`src/core/irc_cfg.svh`:
```
// offsets, field positions, reset values and timing counts of the interrupt request block
`ifndef IRC_CFG_SVH
`define IRC_CFG_SVH
`define IRC_OFF_ENABLE 8'h00
`define IRC_OFF_PRIORITY 8'h04
`define IRC_OFF_TCTRL 8'h08
`define IRC_OFF_UCTRL 8'h0c
`define IRC_OFF_PCTRL 8'h10
`define IRC_OFF_STATUS 8'h14
`define IRC_EN_GLOBAL 7
`define IRC_EN_EXT0 0
`define IRC_EN_TMR0 1
`define IRC_EN_EXT1 2
`define IRC_EN_TMR1 3
`define IRC_EN_UART 4
`define IRC_TC_EDGE0 0
`define IRC_TC_FLAG0 1
`define IRC_TC_EDGE1 2
`define IRC_TC_FLAG1 3
`define IRC_TC_TRUN0 4
`define IRC_TC_OVF0 5
`define IRC_TC_TRUN1 6
`define IRC_TC_OVF1 7
`define IRC_UC_RX 0
`define IRC_UC_TX 1
`define IRC_UC_REN 4
`define IRC_PC_PWEN 3
`define IRC_PC_PWFLAG 5
`define IRC_RST_BYTE 8'h00
`define IRC_VEC_BASE 16'h0003
`define IRC_VEC_STEP 16'h0008
`define IRC_ACK_CYCLES 3'h4
`endif

```
`src/core/irc_pkg.sv`:
```
// types of the interrupt request block
package irc_pkg;
  typedef enum logic [2:0] {
    IRC_IDLE = 3'b000,
    IRC_IA1 = 3'b001,
    IRC_IA2 = 3'b010,
    IRC_IA3 = 3'b011,
    IRC_IA4 = 3'b100
  } irc_state_t;
  // source index doubles as vector slot number
  typedef enum logic [2:0] {
    IRC_SRC_EXT0 = 3'b000,
    IRC_SRC_TMR0 = 3'b001,
    IRC_SRC_EXT1 = 3'b010,
    IRC_SRC_TMR1 = 3'b011,
    IRC_SRC_UART = 3'b100,
    IRC_SRC_PWR = 3'b101
  } irc_src_t;
  typedef struct packed {
    irc_state_t st;
    logic [7:0] ien;
    logic [7:0] ipr;
    logic [7:0] tctrl;
    logic [7:0] uctrl;
    logic [7:0] pctrl;
    logic [1:0] pin_m;
    logic [1:0] pin_s;
    logic [1:0] pin_d;
    logic [5:0] latched;
    logic [2:0] src;
    logic hi_sel;
    logic [1:0] active;
    logic one_more;
    logic irq_req;
    logic [15:0] vec;
    logic awdone;
    logic wdone;
    logic [7:0] waddr;
    logic [31:0] wdata;
    logic bvalid;
    logic arready;
    logic rvalid;
    logic [31:0] rdata;
    logic [1:0] rresp;
    logic [1:0] bresp;
    logic awready;
    logic wready;
    logic [3:0] wstrb;
  } irc_regs_t;
endpackage

```
`src/core/irc_top.sv`:
```
// interrupt request control with an axi4-lite register slave
`timescale 1ns/1ns
`include "irc_cfg.svh"
// What this block does
// - six vectors from 0003h, eight bytes apart; service calls the chosen vector
// - request raised only when the core signals an instruction boundary
// - return from service clears the in-service level and resumes
// - timer, serial and power event flags set even when their source is disabled
// - flag of serviced source cleared on vector call, serial and level-mode external flags excepted
// - global enable bit 7 gates all sources but power warning
// - reset clears global enable
// - per-source enables in enable register bits 0-4, power warning in power bit 3
// - external pins act as interrupts only while individually enabled
// - external pins sampled once per machine cycle
// - external flags at timer control bits 1 and 3
// - timer control bits 0 and 2 select level (0) or falling edge (1)
// - level mode flag follows low pin without latching
// - level still low after return: one instruction runs before retaking
// - edge mode latches the falling edge until serviced
// - falling edges on either pin ignored while any service routine is in progress
// - timer overflows set timer control bits 5 and 7
// - serial rx and tx flags share one vector, at serial bits 0 and 1
// - reset stops timers and disables serial reception
// - equal priority order: power, ext0, timer0, ext1, timer1, serial
// - low preempted only by high; high not by high; power preempts all
// - power warning flag clears on software read, stays set while supply low
// - acknowledge passes four states after the latch: resolve, raise, wait for ack, finish
module irc_top import irc_pkg::*; (
  input wire logic aclk,
  input wire logic aresetn,
  input wire logic [7:0] s_axi_awaddr,
  input wire logic [2:0] s_axi_awprot,
  input wire logic s_axi_awvalid,
  output logic s_axi_awready,
  input wire logic [31:0] s_axi_wdata,
  input wire logic [3:0] s_axi_wstrb,
  input wire logic s_axi_wvalid,
  output logic s_axi_wready,
  output logic [1:0] s_axi_bresp,
  output logic s_axi_bvalid,
  input wire logic s_axi_bready,
  input wire logic [7:0] s_axi_araddr,
  input wire logic [2:0] s_axi_arprot,
  input wire logic s_axi_arvalid,
  output logic s_axi_arready,
  output logic [31:0] s_axi_rdata,
  output logic [1:0] s_axi_rresp,
  output logic s_axi_rvalid,
  input wire logic s_axi_rready,
  input wire logic ext_irq0_pin,
  input wire logic ext_irq1_pin,
  input wire logic timer0_overflow,
  input wire logic timer1_overflow,
  input wire logic rx_done,
  input wire logic tx_done,
  input wire logic power_low,
  input wire logic insn_boundary,
  input wire logic irq_ack,
  input wire logic return_from_irq,
  output logic irq_request,
  output logic [15:0] irq_vector,
  output logic [7:0] port3_irq_pins,
  output logic timer0_run,
  output logic timer1_run,
  output logic uart_rx_enable
);
  irc_regs_t r_r, r_nxt;
  logic [5:0] pend;
  logic [5:0] hi;
  logic aw_go, w_go, rd_go;
  logic [7:0] rd_addr;

  function automatic logic [2:0] pick(input logic [5:0] req);
    logic [2:0] p;
    p = 3'h7;
    if (req[IRC_SRC_PWR]) p = IRC_SRC_PWR;
    else if (req[IRC_SRC_EXT0]) p = IRC_SRC_EXT0;
    else if (req[IRC_SRC_TMR0]) p = IRC_SRC_TMR0;
    else if (req[IRC_SRC_EXT1]) p = IRC_SRC_EXT1;
    else if (req[IRC_SRC_TMR1]) p = IRC_SRC_TMR1;
    else if (req[IRC_SRC_UART]) p = IRC_SRC_UART;
    return p;
  endfunction

  function automatic logic [7:0] wr_byte(input logic [7:0] old, input logic [31:0] d,
                                         input logic [3:0] s);
    return s[0] ? d[7:0] : old;
  endfunction

  assign aw_go = s_axi_awvalid & r_r.awready;
  assign w_go = s_axi_wvalid & r_r.wready;
  assign rd_go = s_axi_arvalid & r_r.arready;
  assign rd_addr = s_axi_araddr;

  always_comb begin
    logic [7:0] wa;
    logic [2:0] s;
    logic [5:0] clr;
    logic blocked;
    wa = 8'h00;
    s = 3'h0;
    clr = 6'h00;
    blocked = 1'b0;
    r_nxt = r_r;
    pend = 6'h00;
    hi = 6'h00;
    // bus write channels taken independently
    if (aw_go) begin
      r_nxt.awdone = 1'b1;
      r_nxt.waddr = s_axi_awaddr;
    end
    if (w_go) begin
      r_nxt.wdone = 1'b1;
      r_nxt.wdata = s_axi_wdata;
      r_nxt.wstrb = s_axi_wstrb;
    end
    // pins pass two flops before use; sampled every machine cycle
    r_nxt.pin_m = {ext_irq1_pin, ext_irq0_pin};
    r_nxt.pin_s = r_r.pin_m;
    r_nxt.pin_d = r_r.pin_s;
    // hardware events, set regardless of enables
    if (timer0_overflow) r_nxt.tctrl[`IRC_TC_OVF0] = 1'b1;
    if (timer1_overflow) r_nxt.tctrl[`IRC_TC_OVF1] = 1'b1;
    // register writes; hardware set has priority over software clear below
    if (r_r.awdone & r_r.wdone & ~r_r.bvalid) begin
      wa = r_r.waddr;
      r_nxt.awdone = 1'b0;
      r_nxt.wdone = 1'b0;
      r_nxt.bvalid = 1'b1;
      r_nxt.bresp = 2'b00;
      case (wa)
        `IRC_OFF_ENABLE: r_nxt.ien = wr_byte(r_r.ien, r_r.wdata, r_r.wstrb) & 8'h9f;
        `IRC_OFF_PRIORITY: r_nxt.ipr = wr_byte(r_r.ipr, r_r.wdata, r_r.wstrb) & 8'h1f;
        `IRC_OFF_TCTRL: r_nxt.tctrl = r_r.wdata[7:0] |
          ({timer1_overflow, 1'b0, timer0_overflow, 5'h00});
        `IRC_OFF_UCTRL: r_nxt.uctrl = r_r.wdata[7:0] | {6'h00, tx_done, rx_done};
        `IRC_OFF_PCTRL: r_nxt.pctrl = {r_r.pctrl[7:6], r_r.pctrl[5], r_r.wdata[4:0]};
        default: r_nxt.bresp = 2'b10;
      endcase
    end
    // pin events follow the write so a detected edge beats a software clear
    for (int i = 0; i < 2; i++) begin
      if (r_r.ien[`IRC_EN_EXT0 + 2 * i]) begin
        if (!r_r.tctrl[`IRC_TC_EDGE0 + 2 * i])
          r_nxt.tctrl[`IRC_TC_FLAG0 + 2 * i] = ~r_r.pin_s[i];
        else if (r_r.pin_d[i] & ~r_r.pin_s[i] & ~r_r.active[0] & ~r_r.active[1])
          r_nxt.tctrl[`IRC_TC_FLAG0 + 2 * i] = 1'b1;
      end
    end
    if (rx_done) r_nxt.uctrl[`IRC_UC_RX] = 1'b1;
    if (tx_done) r_nxt.uctrl[`IRC_UC_TX] = 1'b1;
    if (r_r.bvalid & s_axi_bready) r_nxt.bvalid = 1'b0;
    // reads
    if (rd_go) begin
      r_nxt.arready = 1'b0;
      r_nxt.rvalid = 1'b1;
      r_nxt.rresp = 2'b00;
      case (rd_addr)
        `IRC_OFF_ENABLE: r_nxt.rdata = {24'h0, r_r.ien};
        `IRC_OFF_PRIORITY: r_nxt.rdata = {24'h0, r_r.ipr};
        `IRC_OFF_TCTRL: r_nxt.rdata = {24'h0, r_r.tctrl};
        `IRC_OFF_UCTRL: r_nxt.rdata = {24'h0, r_r.uctrl};
        `IRC_OFF_PCTRL: begin
          r_nxt.rdata = {24'h0, r_r.pctrl};
          r_nxt.pctrl[`IRC_PC_PWFLAG] = 1'b0;
        end
        `IRC_OFF_STATUS: r_nxt.rdata = {24'h0, r_r.vec[7:0]};
        default: begin
          r_nxt.rdata = 32'h0;
          r_nxt.rresp = 2'b10;
        end
      endcase
    end
    if (power_low) r_nxt.pctrl[`IRC_PC_PWFLAG] = 1'b1;
    if (r_r.rvalid & s_axi_rready) begin
      r_nxt.rvalid = 1'b0;
      r_nxt.arready = 1'b1;
    end
    // pending sources with their enables
    pend[IRC_SRC_EXT0] = r_r.tctrl[`IRC_TC_FLAG0] & r_r.ien[`IRC_EN_EXT0];
    pend[IRC_SRC_TMR0] = r_r.tctrl[`IRC_TC_OVF0] & r_r.ien[`IRC_EN_TMR0];
    pend[IRC_SRC_EXT1] = r_r.tctrl[`IRC_TC_FLAG1] & r_r.ien[`IRC_EN_EXT1];
    pend[IRC_SRC_TMR1] = r_r.tctrl[`IRC_TC_OVF1] & r_r.ien[`IRC_EN_TMR1];
    pend[IRC_SRC_UART] = (r_r.uctrl[`IRC_UC_RX] | r_r.uctrl[`IRC_UC_TX]) &
                         r_r.ien[`IRC_EN_UART];
    pend[4:0] = pend[4:0] & {5{r_r.ien[`IRC_EN_GLOBAL]}};
    pend[IRC_SRC_PWR] = r_r.pctrl[`IRC_PC_PWFLAG] & r_r.pctrl[`IRC_PC_PWEN];
    hi = {1'b0, r_r.ipr[4:0]} & pend;
    // acknowledge sequence
    // a return is honoured in every state so a running resolve cannot swallow it
    if (return_from_irq) begin
      if (r_r.active[1]) r_nxt.active[1] = 1'b0;
      else r_nxt.active[0] = 1'b0;
      r_nxt.one_more = 1'b1;
    end else if (insn_boundary) begin
      r_nxt.one_more = 1'b0;
    end
    case (r_r.st)
      IRC_IDLE: begin
        if (insn_boundary & ~r_r.one_more & ~return_from_irq & (|pend)) begin
          r_nxt.latched = pend;
          r_nxt.st = IRC_IA1;
        end
      end
      IRC_IA1: begin
        // resolve: pfw, then any high, then low; nesting check
        if (r_r.latched[IRC_SRC_PWR]) begin
          s = IRC_SRC_PWR;
          blocked = 1'b0;
        end else if (|hi) begin
          s = pick(hi);
          blocked = r_r.active[1];
        end else begin
          s = pick(r_r.latched);
          blocked = r_r.active[1] | r_r.active[0];
        end
        if (~(|r_r.latched) | blocked | s == 3'h7) begin
          r_nxt.st = IRC_IDLE;
        end else begin
          r_nxt.src = s;
          r_nxt.hi_sel = (s == IRC_SRC_PWR) | ((hi >> s) != 6'h00 && hi[s]);
          r_nxt.vec = `IRC_VEC_BASE + ({13'h0, s} * `IRC_VEC_STEP);
          r_nxt.st = IRC_IA2;
        end
      end
      IRC_IA2: begin
        r_nxt.irq_req = 1'b1;
        r_nxt.st = IRC_IA3;
      end
      IRC_IA3: begin
        if (irq_ack) begin
          r_nxt.irq_req = 1'b0;
          clr = 6'h01 << r_r.src;
          if (r_r.src == IRC_SRC_EXT0 && r_r.tctrl[`IRC_TC_EDGE0])
            r_nxt.tctrl[`IRC_TC_FLAG0] = 1'b0;
          if (r_r.src == IRC_SRC_EXT1 && r_r.tctrl[`IRC_TC_EDGE1])
            r_nxt.tctrl[`IRC_TC_FLAG1] = 1'b0;
          if (clr[IRC_SRC_TMR0] & ~timer0_overflow) r_nxt.tctrl[`IRC_TC_OVF0] = 1'b0;
          if (clr[IRC_SRC_TMR1] & ~timer1_overflow) r_nxt.tctrl[`IRC_TC_OVF1] = 1'b0;
          if (clr[IRC_SRC_PWR] & ~power_low) r_nxt.pctrl[`IRC_PC_PWFLAG] = 1'b0;
          if (r_r.hi_sel) r_nxt.active[1] = 1'b1;
          else r_nxt.active[0] = 1'b1;
          r_nxt.st = IRC_IA4;
        end
      end
      IRC_IA4: r_nxt.st = IRC_IDLE;
      default: r_nxt.st = IRC_IDLE;
    endcase
    // ready lines are flops; they rise again on the edge where the response is taken
    r_nxt.awready = ~r_nxt.awdone & ~r_nxt.bvalid;
    r_nxt.wready = ~r_nxt.wdone & ~r_nxt.bvalid;
    if (!aresetn) begin
      r_nxt = '0;
      r_nxt.ien = `IRC_RST_BYTE;
      r_nxt.tctrl = `IRC_RST_BYTE;
      r_nxt.uctrl = `IRC_RST_BYTE;
      r_nxt.pin_m = 2'b11;
      r_nxt.pin_s = 2'b11;
      r_nxt.pin_d = 2'b11;
      r_nxt.arready = 1'b1;
      r_nxt.awready = 1'b1;
      r_nxt.wready = 1'b1;
      r_nxt.st = IRC_IDLE;
    end
  end

  always_ff @(posedge aclk) begin
    r_r <= r_nxt;
  end

  assign s_axi_awready = r_r.awready;
  assign s_axi_wready = r_r.wready;
  assign s_axi_bvalid = r_r.bvalid;
  assign s_axi_bresp = r_r.bresp;
  assign s_axi_arready = r_r.arready;
  assign s_axi_rvalid = r_r.rvalid;
  assign s_axi_rdata = r_r.rdata;
  assign s_axi_rresp = r_r.rresp;
  assign irq_request = r_r.irq_req;
  assign irq_vector = r_r.vec;
  // synchronised pins drive port bits 2 and 3 whether or not their source is enabled
  assign port3_irq_pins = {4'h0, r_r.pin_s, 2'b00};
  assign timer0_run = r_r.tctrl[`IRC_TC_TRUN0];
  assign timer1_run = r_r.tctrl[`IRC_TC_TRUN1];
  assign uart_rx_enable = r_r.uctrl[`IRC_UC_REN];

  ack_four_a: assert property (@(posedge aclk) disable iff (!aresetn)
    (r_r.st == IRC_IA1 && r_nxt.st == IRC_IA2) |=> ##1 irq_request)
    else $error("request not raised two cycles after resolve");
  vec_map_a: assert property (@(posedge aclk) disable iff (!aresetn)
    irq_request |-> irq_vector == 16'h0003 + 16'(r_r.src) * 16'h0008)
    else $error("vector does not match source");
  glob_gate_a: assert property (@(posedge aclk) disable iff (!aresetn)
    (r_r.st == IRC_IA1 && !r_r.ien[7] && r_nxt.st == IRC_IA2) |-> r_nxt.src == IRC_SRC_PWR)
    else $error("non-power source taken with global enable off");
  reset_ea_a: assert property (@(posedge aclk)
    !aresetn |=> !r_r.ien[7])
    else $error("global enable survives reset");
  boundary_a: assert property (@(posedge aclk) disable iff (!aresetn)
    (r_r.st == IRC_IDLE && r_nxt.st == IRC_IA1) |-> insn_boundary)
    else $error("sequence started off instruction boundary");
  tmr_set_a: assert property (@(posedge aclk) disable iff (!aresetn)
    timer0_overflow |=> r_r.tctrl[5])
    else $error("timer0 overflow flag not set");
  uart_keep_a: assert property (@(posedge aclk) disable iff (!aresetn)
    (r_r.st == IRC_IA3 && irq_ack && r_r.src == IRC_SRC_UART && r_r.uctrl[0] &&
     !(r_r.bvalid == 1'b0 && r_r.awdone && r_r.wdone)) |=> r_r.uctrl[0])
    else $error("serial flag cleared by service");
  pwr_set_a: assert property (@(posedge aclk) disable iff (!aresetn)
    power_low |=> r_r.pctrl[5])
    else $error("power warning flag not set");
  req_drop_a: assert property (@(posedge aclk) disable iff (!aresetn)
    (irq_request && irq_ack) |=> !irq_request ##1 r_r.st == IRC_IDLE)
    else $error("request not dropped after acknowledge");
  lvl_follow_a: assert property (@(posedge aclk) disable iff (!aresetn)
    (r_r.ien[`IRC_EN_EXT1] && !r_r.tctrl[`IRC_TC_EDGE1]) |=>
    r_r.tctrl[`IRC_TC_FLAG1] == !$past(r_r.pin_s[1]))
    else $error("level flag does not follow pin");
  edge_keep_a: assert property (@(posedge aclk) disable iff (!aresetn)
    (r_r.tctrl[`IRC_TC_EDGE0] && r_r.tctrl[`IRC_TC_FLAG0] && !(r_r.st == IRC_IA3 && irq_ack) &&
     !(r_r.awdone && r_r.wdone && !r_r.bvalid)) |=> r_r.tctrl[`IRC_TC_FLAG0])
    else $error("edge flag lost before service");
  rti_clear_a: assert property (@(posedge aclk) disable iff (!aresetn)
    (return_from_irq && r_r.active == 2'b01 && !(r_r.st == IRC_IA3 && irq_ack)) |=> r_r.active == 2'b00)
    else $error("return did not clear in-service level");
  pw_read_a: assert property (@(posedge aclk) disable iff (!aresetn)
    (rd_go && s_axi_araddr == `IRC_OFF_PCTRL && !power_low) |=> !r_r.pctrl[`IRC_PC_PWFLAG])
    else $error("power warning flag not cleared by read");
  ovf_clr_a: assert property (@(posedge aclk) disable iff (!aresetn)
    (r_r.st == IRC_IA3 && irq_ack && r_r.src == IRC_SRC_TMR0 && !timer0_overflow &&
     !(r_r.awdone && r_r.wdone && !r_r.bvalid)) |=> !r_r.tctrl[`IRC_TC_OVF0])
    else $error("timer0 flag kept after service");
  skip_once_a: assert property (@(posedge aclk) disable iff (!aresetn)
    (return_from_irq && r_r.st == IRC_IDLE) |=> (r_r.st == IRC_IDLE && r_r.one_more))
    else $error("no instruction allowed after return");
  cv_take_c: cover property (@(posedge aclk) disable iff (!aresetn) irq_request && irq_ack);
  cv_pwr_c: cover property (@(posedge aclk) disable iff (!aresetn)
    irq_request && r_r.src == IRC_SRC_PWR);
  cv_nest_c: cover property (@(posedge aclk) disable iff (!aresetn) r_r.active == 2'b11);
  cv_edge_c: cover property (@(posedge aclk) disable iff (!aresetn)
    r_r.tctrl[`IRC_TC_EDGE0] && r_r.tctrl[`IRC_TC_FLAG0]);
  cv_slow_c: cover property (@(posedge aclk) disable iff (!aresetn)
    irq_request && !irq_ack ##1 irq_request && !irq_ack);
endmodule

```
`config.mk`:
```
export PLATFORM = sky130hd
export DESIGN_NAME = irc_top
export DESIGN_NICKNAME = d
export VERILOG_FILES = /design/src/core/irc_pkg.sv /design/src/core/irc_top.sv
export VERILOG_INCLUDE_DIRS = /design/src /design/src/core
export SDC_FILE = /design/constraint.sdc
export NUM_CORES = 1
export LEC_CHECK = 0
export BUFFER_PORTS_ARGS = -buffer_cell sky130_fd_sc_hd__buf_2
export CAP_MARGIN = 20
export CORE_MARGIN = 3
export CORE_UTILIZATION = 35
export DETAILED_ROUTE_END_ITERATION = 16
export GPL_TIMING_DRIVEN = 1
export PLACE_DENSITY = 0.57
export SYNTH_ARGS = -nofsm -noshare
export SYNTH_HDL_FRONTEND = slang
export SYNTH_SLANG_ARGS = --single-unit
```
`constraint.sdc`:
```
create_clock -name aclk -period 3 [get_ports aclk]
set_clock_uncertainty 0.15 [all_clocks]
set_input_delay 0.15 -clock aclk [delete_from_list [all_inputs] [get_ports aclk]]
set_output_delay 0.15 -clock aclk [all_outputs]
set_load 0.01 [all_outputs]
```
==> results.toml <==
[cts]
cts_hold_buf = 40
cts_tree = "yes"
numCtsBuffers = 9
cts_root_buf = "clkbuf_16"
clkSinkCount = 91
cts_htree_levels = 3
postCtsSetupBuffers = 0
path_clk_slew_ps = 70
clk_latency_ps = 350
cts_buffer_depth = 2
ctsResizeCount = 0

[power]
p_int_w = 0.002025
p_leak_nw = 2.358
total_power_w = 0.002721
power.density_nw_per_um2 = 510.3
combPwrFrac = 0.090
power.share.clock = 0.436
power.share.sequential = 0.474
switching_share = 0.2557
peakVddDrop_v = 0.0002748
switchingPower_w = 0.0006958

[synthesis]
synth_edf_count = 0
synth_seq_cells = 91
syn_area_um2 = 4404
ys_seq_area_frac = 0.4136
avgSynthCellArea_um2 = 8.844
ys.flop_type = "dfxtp_1"
async_reset_ff_frac = 0
ys_warn_count = 0
syn_inst = 498
ys_types = 53
yosysTopAreaCellShare = 0.4136
yosysTopAreaCell = "dfxtp_1"
synth.area.top_cells = "dfxtp_1, buf_4, mux2i_1, nand2_1, nor2_1"

[floorplanning]
num_io_pins = 144
die_area_um2 = 13970
fp.dieW_um = 118.2
start_util = 0.3621
die_h_um = 118.2
rows = 40
core_area_um2 = 12160

[timing]
setup_viol = 0
worst_hold_slack_ps = 22.93
tns_ps = 0
rsz0062_at_grt = "false"
period_minus_slack_ps = 2394
hold_viol_final = 0
setup_ws_ps = 605.8
worst_pin_slew_ps = 669.6
slew_headroom = 0.5495
fmax_mhz = 417.7
slew_violations = 0
period_share = 0.7981

[worst_setup_path]
cp_cell_sequence = "or4_4 > nor4_1 > nand3_2 > mux2i_1 > a21oi_1"
crit_slowest_cell = "or4_4"
cp_max_fo = 8
slowest_delay_ps = 560
critPathLaunchType = "flop"
crit_type = "reg -> reg"
startpoint = "r_r[84]"
rr_startpoint = "r_r[84]"
cp.required_ps = 3060
worstPathArrival_ps = 2460
end_kind = "flop"

[job]
maxCapViolCount = 0

[outcome]
status = "complete, no violations"

[finish]
drive_gt1_frac = 0.1786
areaGrowthSynthToFinish_pct = 21.08
antenna_cells = 0
fin_nets = 658
fin_util = 0.4385

[global_routing]
grt_pass1_wl_um = 17970
track_usage = 0.1568
grt_overflow = 0
grt_pass1_vias = 3589
grt_max_degree = 44
antenna_found_initial = 0

[routing]
wl_um = 10750
routedWlPerCell_um = 14.22
drtIter0Drc = 212
first_pass_iters = 7
vias = 3665
postRouteAntennaNets = 0
viasPerCell = 4.848
drcViolationCount = 0

[placed_design]
io_buffers = 67
hpwlAfterDp_um = 7585
place_worst_setup_slack_ps = 628.1
place_congestion = 0.8181

[worst_hold_path]
min_path_type = "in -> reg"
min_from = "s_axi_araddr[4]"
## cell usage after synthesis, types with 4 or more instances
master    instances
o21ai_0          15
nand3_1          13
nor2_1           51
nor3_1            8
a31oi_1           5
nand2b_1         10
dfxtp_1          91
nand4_1          13
nand2_1          52
a221oi_1          4
clkbuf_1         18
buf_4            60
inv_1            15
mux4_2            5
a21oi_1          33
nor3b_1           4
mux2i_1          43
mux2_2            5
and2_1            6
## worst paths after layout
kind,to,cells past startpoint,slack (ps)
min,s_axi_rresp[1],3,20
max reg2reg,r_r[132],5,610
max,r_r[132],5,610
min reg2reg,port3_irq_pins[3],1,270
## layer usage
layer,global-route usage,part of all wire,up-vias
met5,0,0,-
met4,0.03736,0.0047,0
met3,0.04354,0.075,4
met2,0.2554,0.48,119
met1,0.2066,0.44,1724
li1,-,-,1818
## flip-flops by register name, indices dropped and copies added (netlist names)
name            cells
s_axi_awready       1
irq_request         1
s_axi_rvalid        1
timer0_run          1
irq_vector          1
s_axi_arready       1
s_axi_rdata         8
s_axi_wready        1
s_axi_rresp         1
s_axi_bresp         1
s_axi_bvalid        1
port3_irq_pins      2
timer1_run          1
r_r                69
uart_rx_enable      1
## cells in the final DEF (no fill, tap or decap), types with 2 or more instances in the layout
master / instances
a31oi_1: 5
mux2_2: 5
o21ai_0: 15
a21oi_1: 33
and2_1: 6
buf_2: 67
nor3_1: 8
clkbuf_16: 9
a22oi_1: 2
nor3b_1: 4
nand2_1: 52
o31ai_1: 2
buf_4: 4
nand3_2: 2
nor2_1: 51
inv_6: 3
nor2b_1: 3
inv_1: 14
a211oi_1: 2
dlygate4sd3_1: 40
nand4_1: 13
and3_1: 3
mux2i_1: 43
o21a_1: 3
a221oi_1: 4
nand3_1: 13
conb_1: 43
mux4_2: 5
o22ai_1: 2
nor4_1: 3
nand2b_1: 10
dfxtp_1: 91
## power by group through the flow
stage / combinational [W] / sequential, W / clock (W)
final: 0.000246 / 0.00129 / 0.00119
after detailed placement: 0.000203 / 0.00132 / 0
after floorplan: 0.000188 / 0.00130 / 0
after global placement: 0.000200 / 0.00131 / 0
after global routing: 0.000275 / 0.00130 / 0.00127
after CTS: 0.000246 / 0.00129 / 0.00122
## logic make-up after synthesis
group / share of synthesized area
AO/OA/AOI/OAI: 0.1165
buffers and inverters: 0.1312
flip-flops: 0.4136
multiplexers: 0.1395
other: 0.0008515
AND/OR/NAND/NOR: 0.1983
## per-stage QoR
stage	cells	instance area, µm²
6_report	756	5333
5_1_grt	756	5333
4_1_cts	756	5333
3_5_place_dp	700	4616
3_3_place_gp	700	4616
2_1_floorplan	540	4562
## layout make-up
cell class,count,area (µm²)
Inverter,15,56.30
Timing Repair Buffer,111,765.7
Sequential cell,91,1822
Tap cell,168,210.2
Clock buffer,9,225.2
Fill cell,1233,6829
Clock inverter,7,91.34
Multi-Input combinational cell,355,2162
## critical path, delay by kind of cell (launching register included)
kind	cells	cell delay (ps)
muxes	1	240
and+or+nand+nor	3	1470
DFF	1	320
AOI/OAI and AO/OA	1	80
Note: power is estimated with default switching activity, not from simulation.
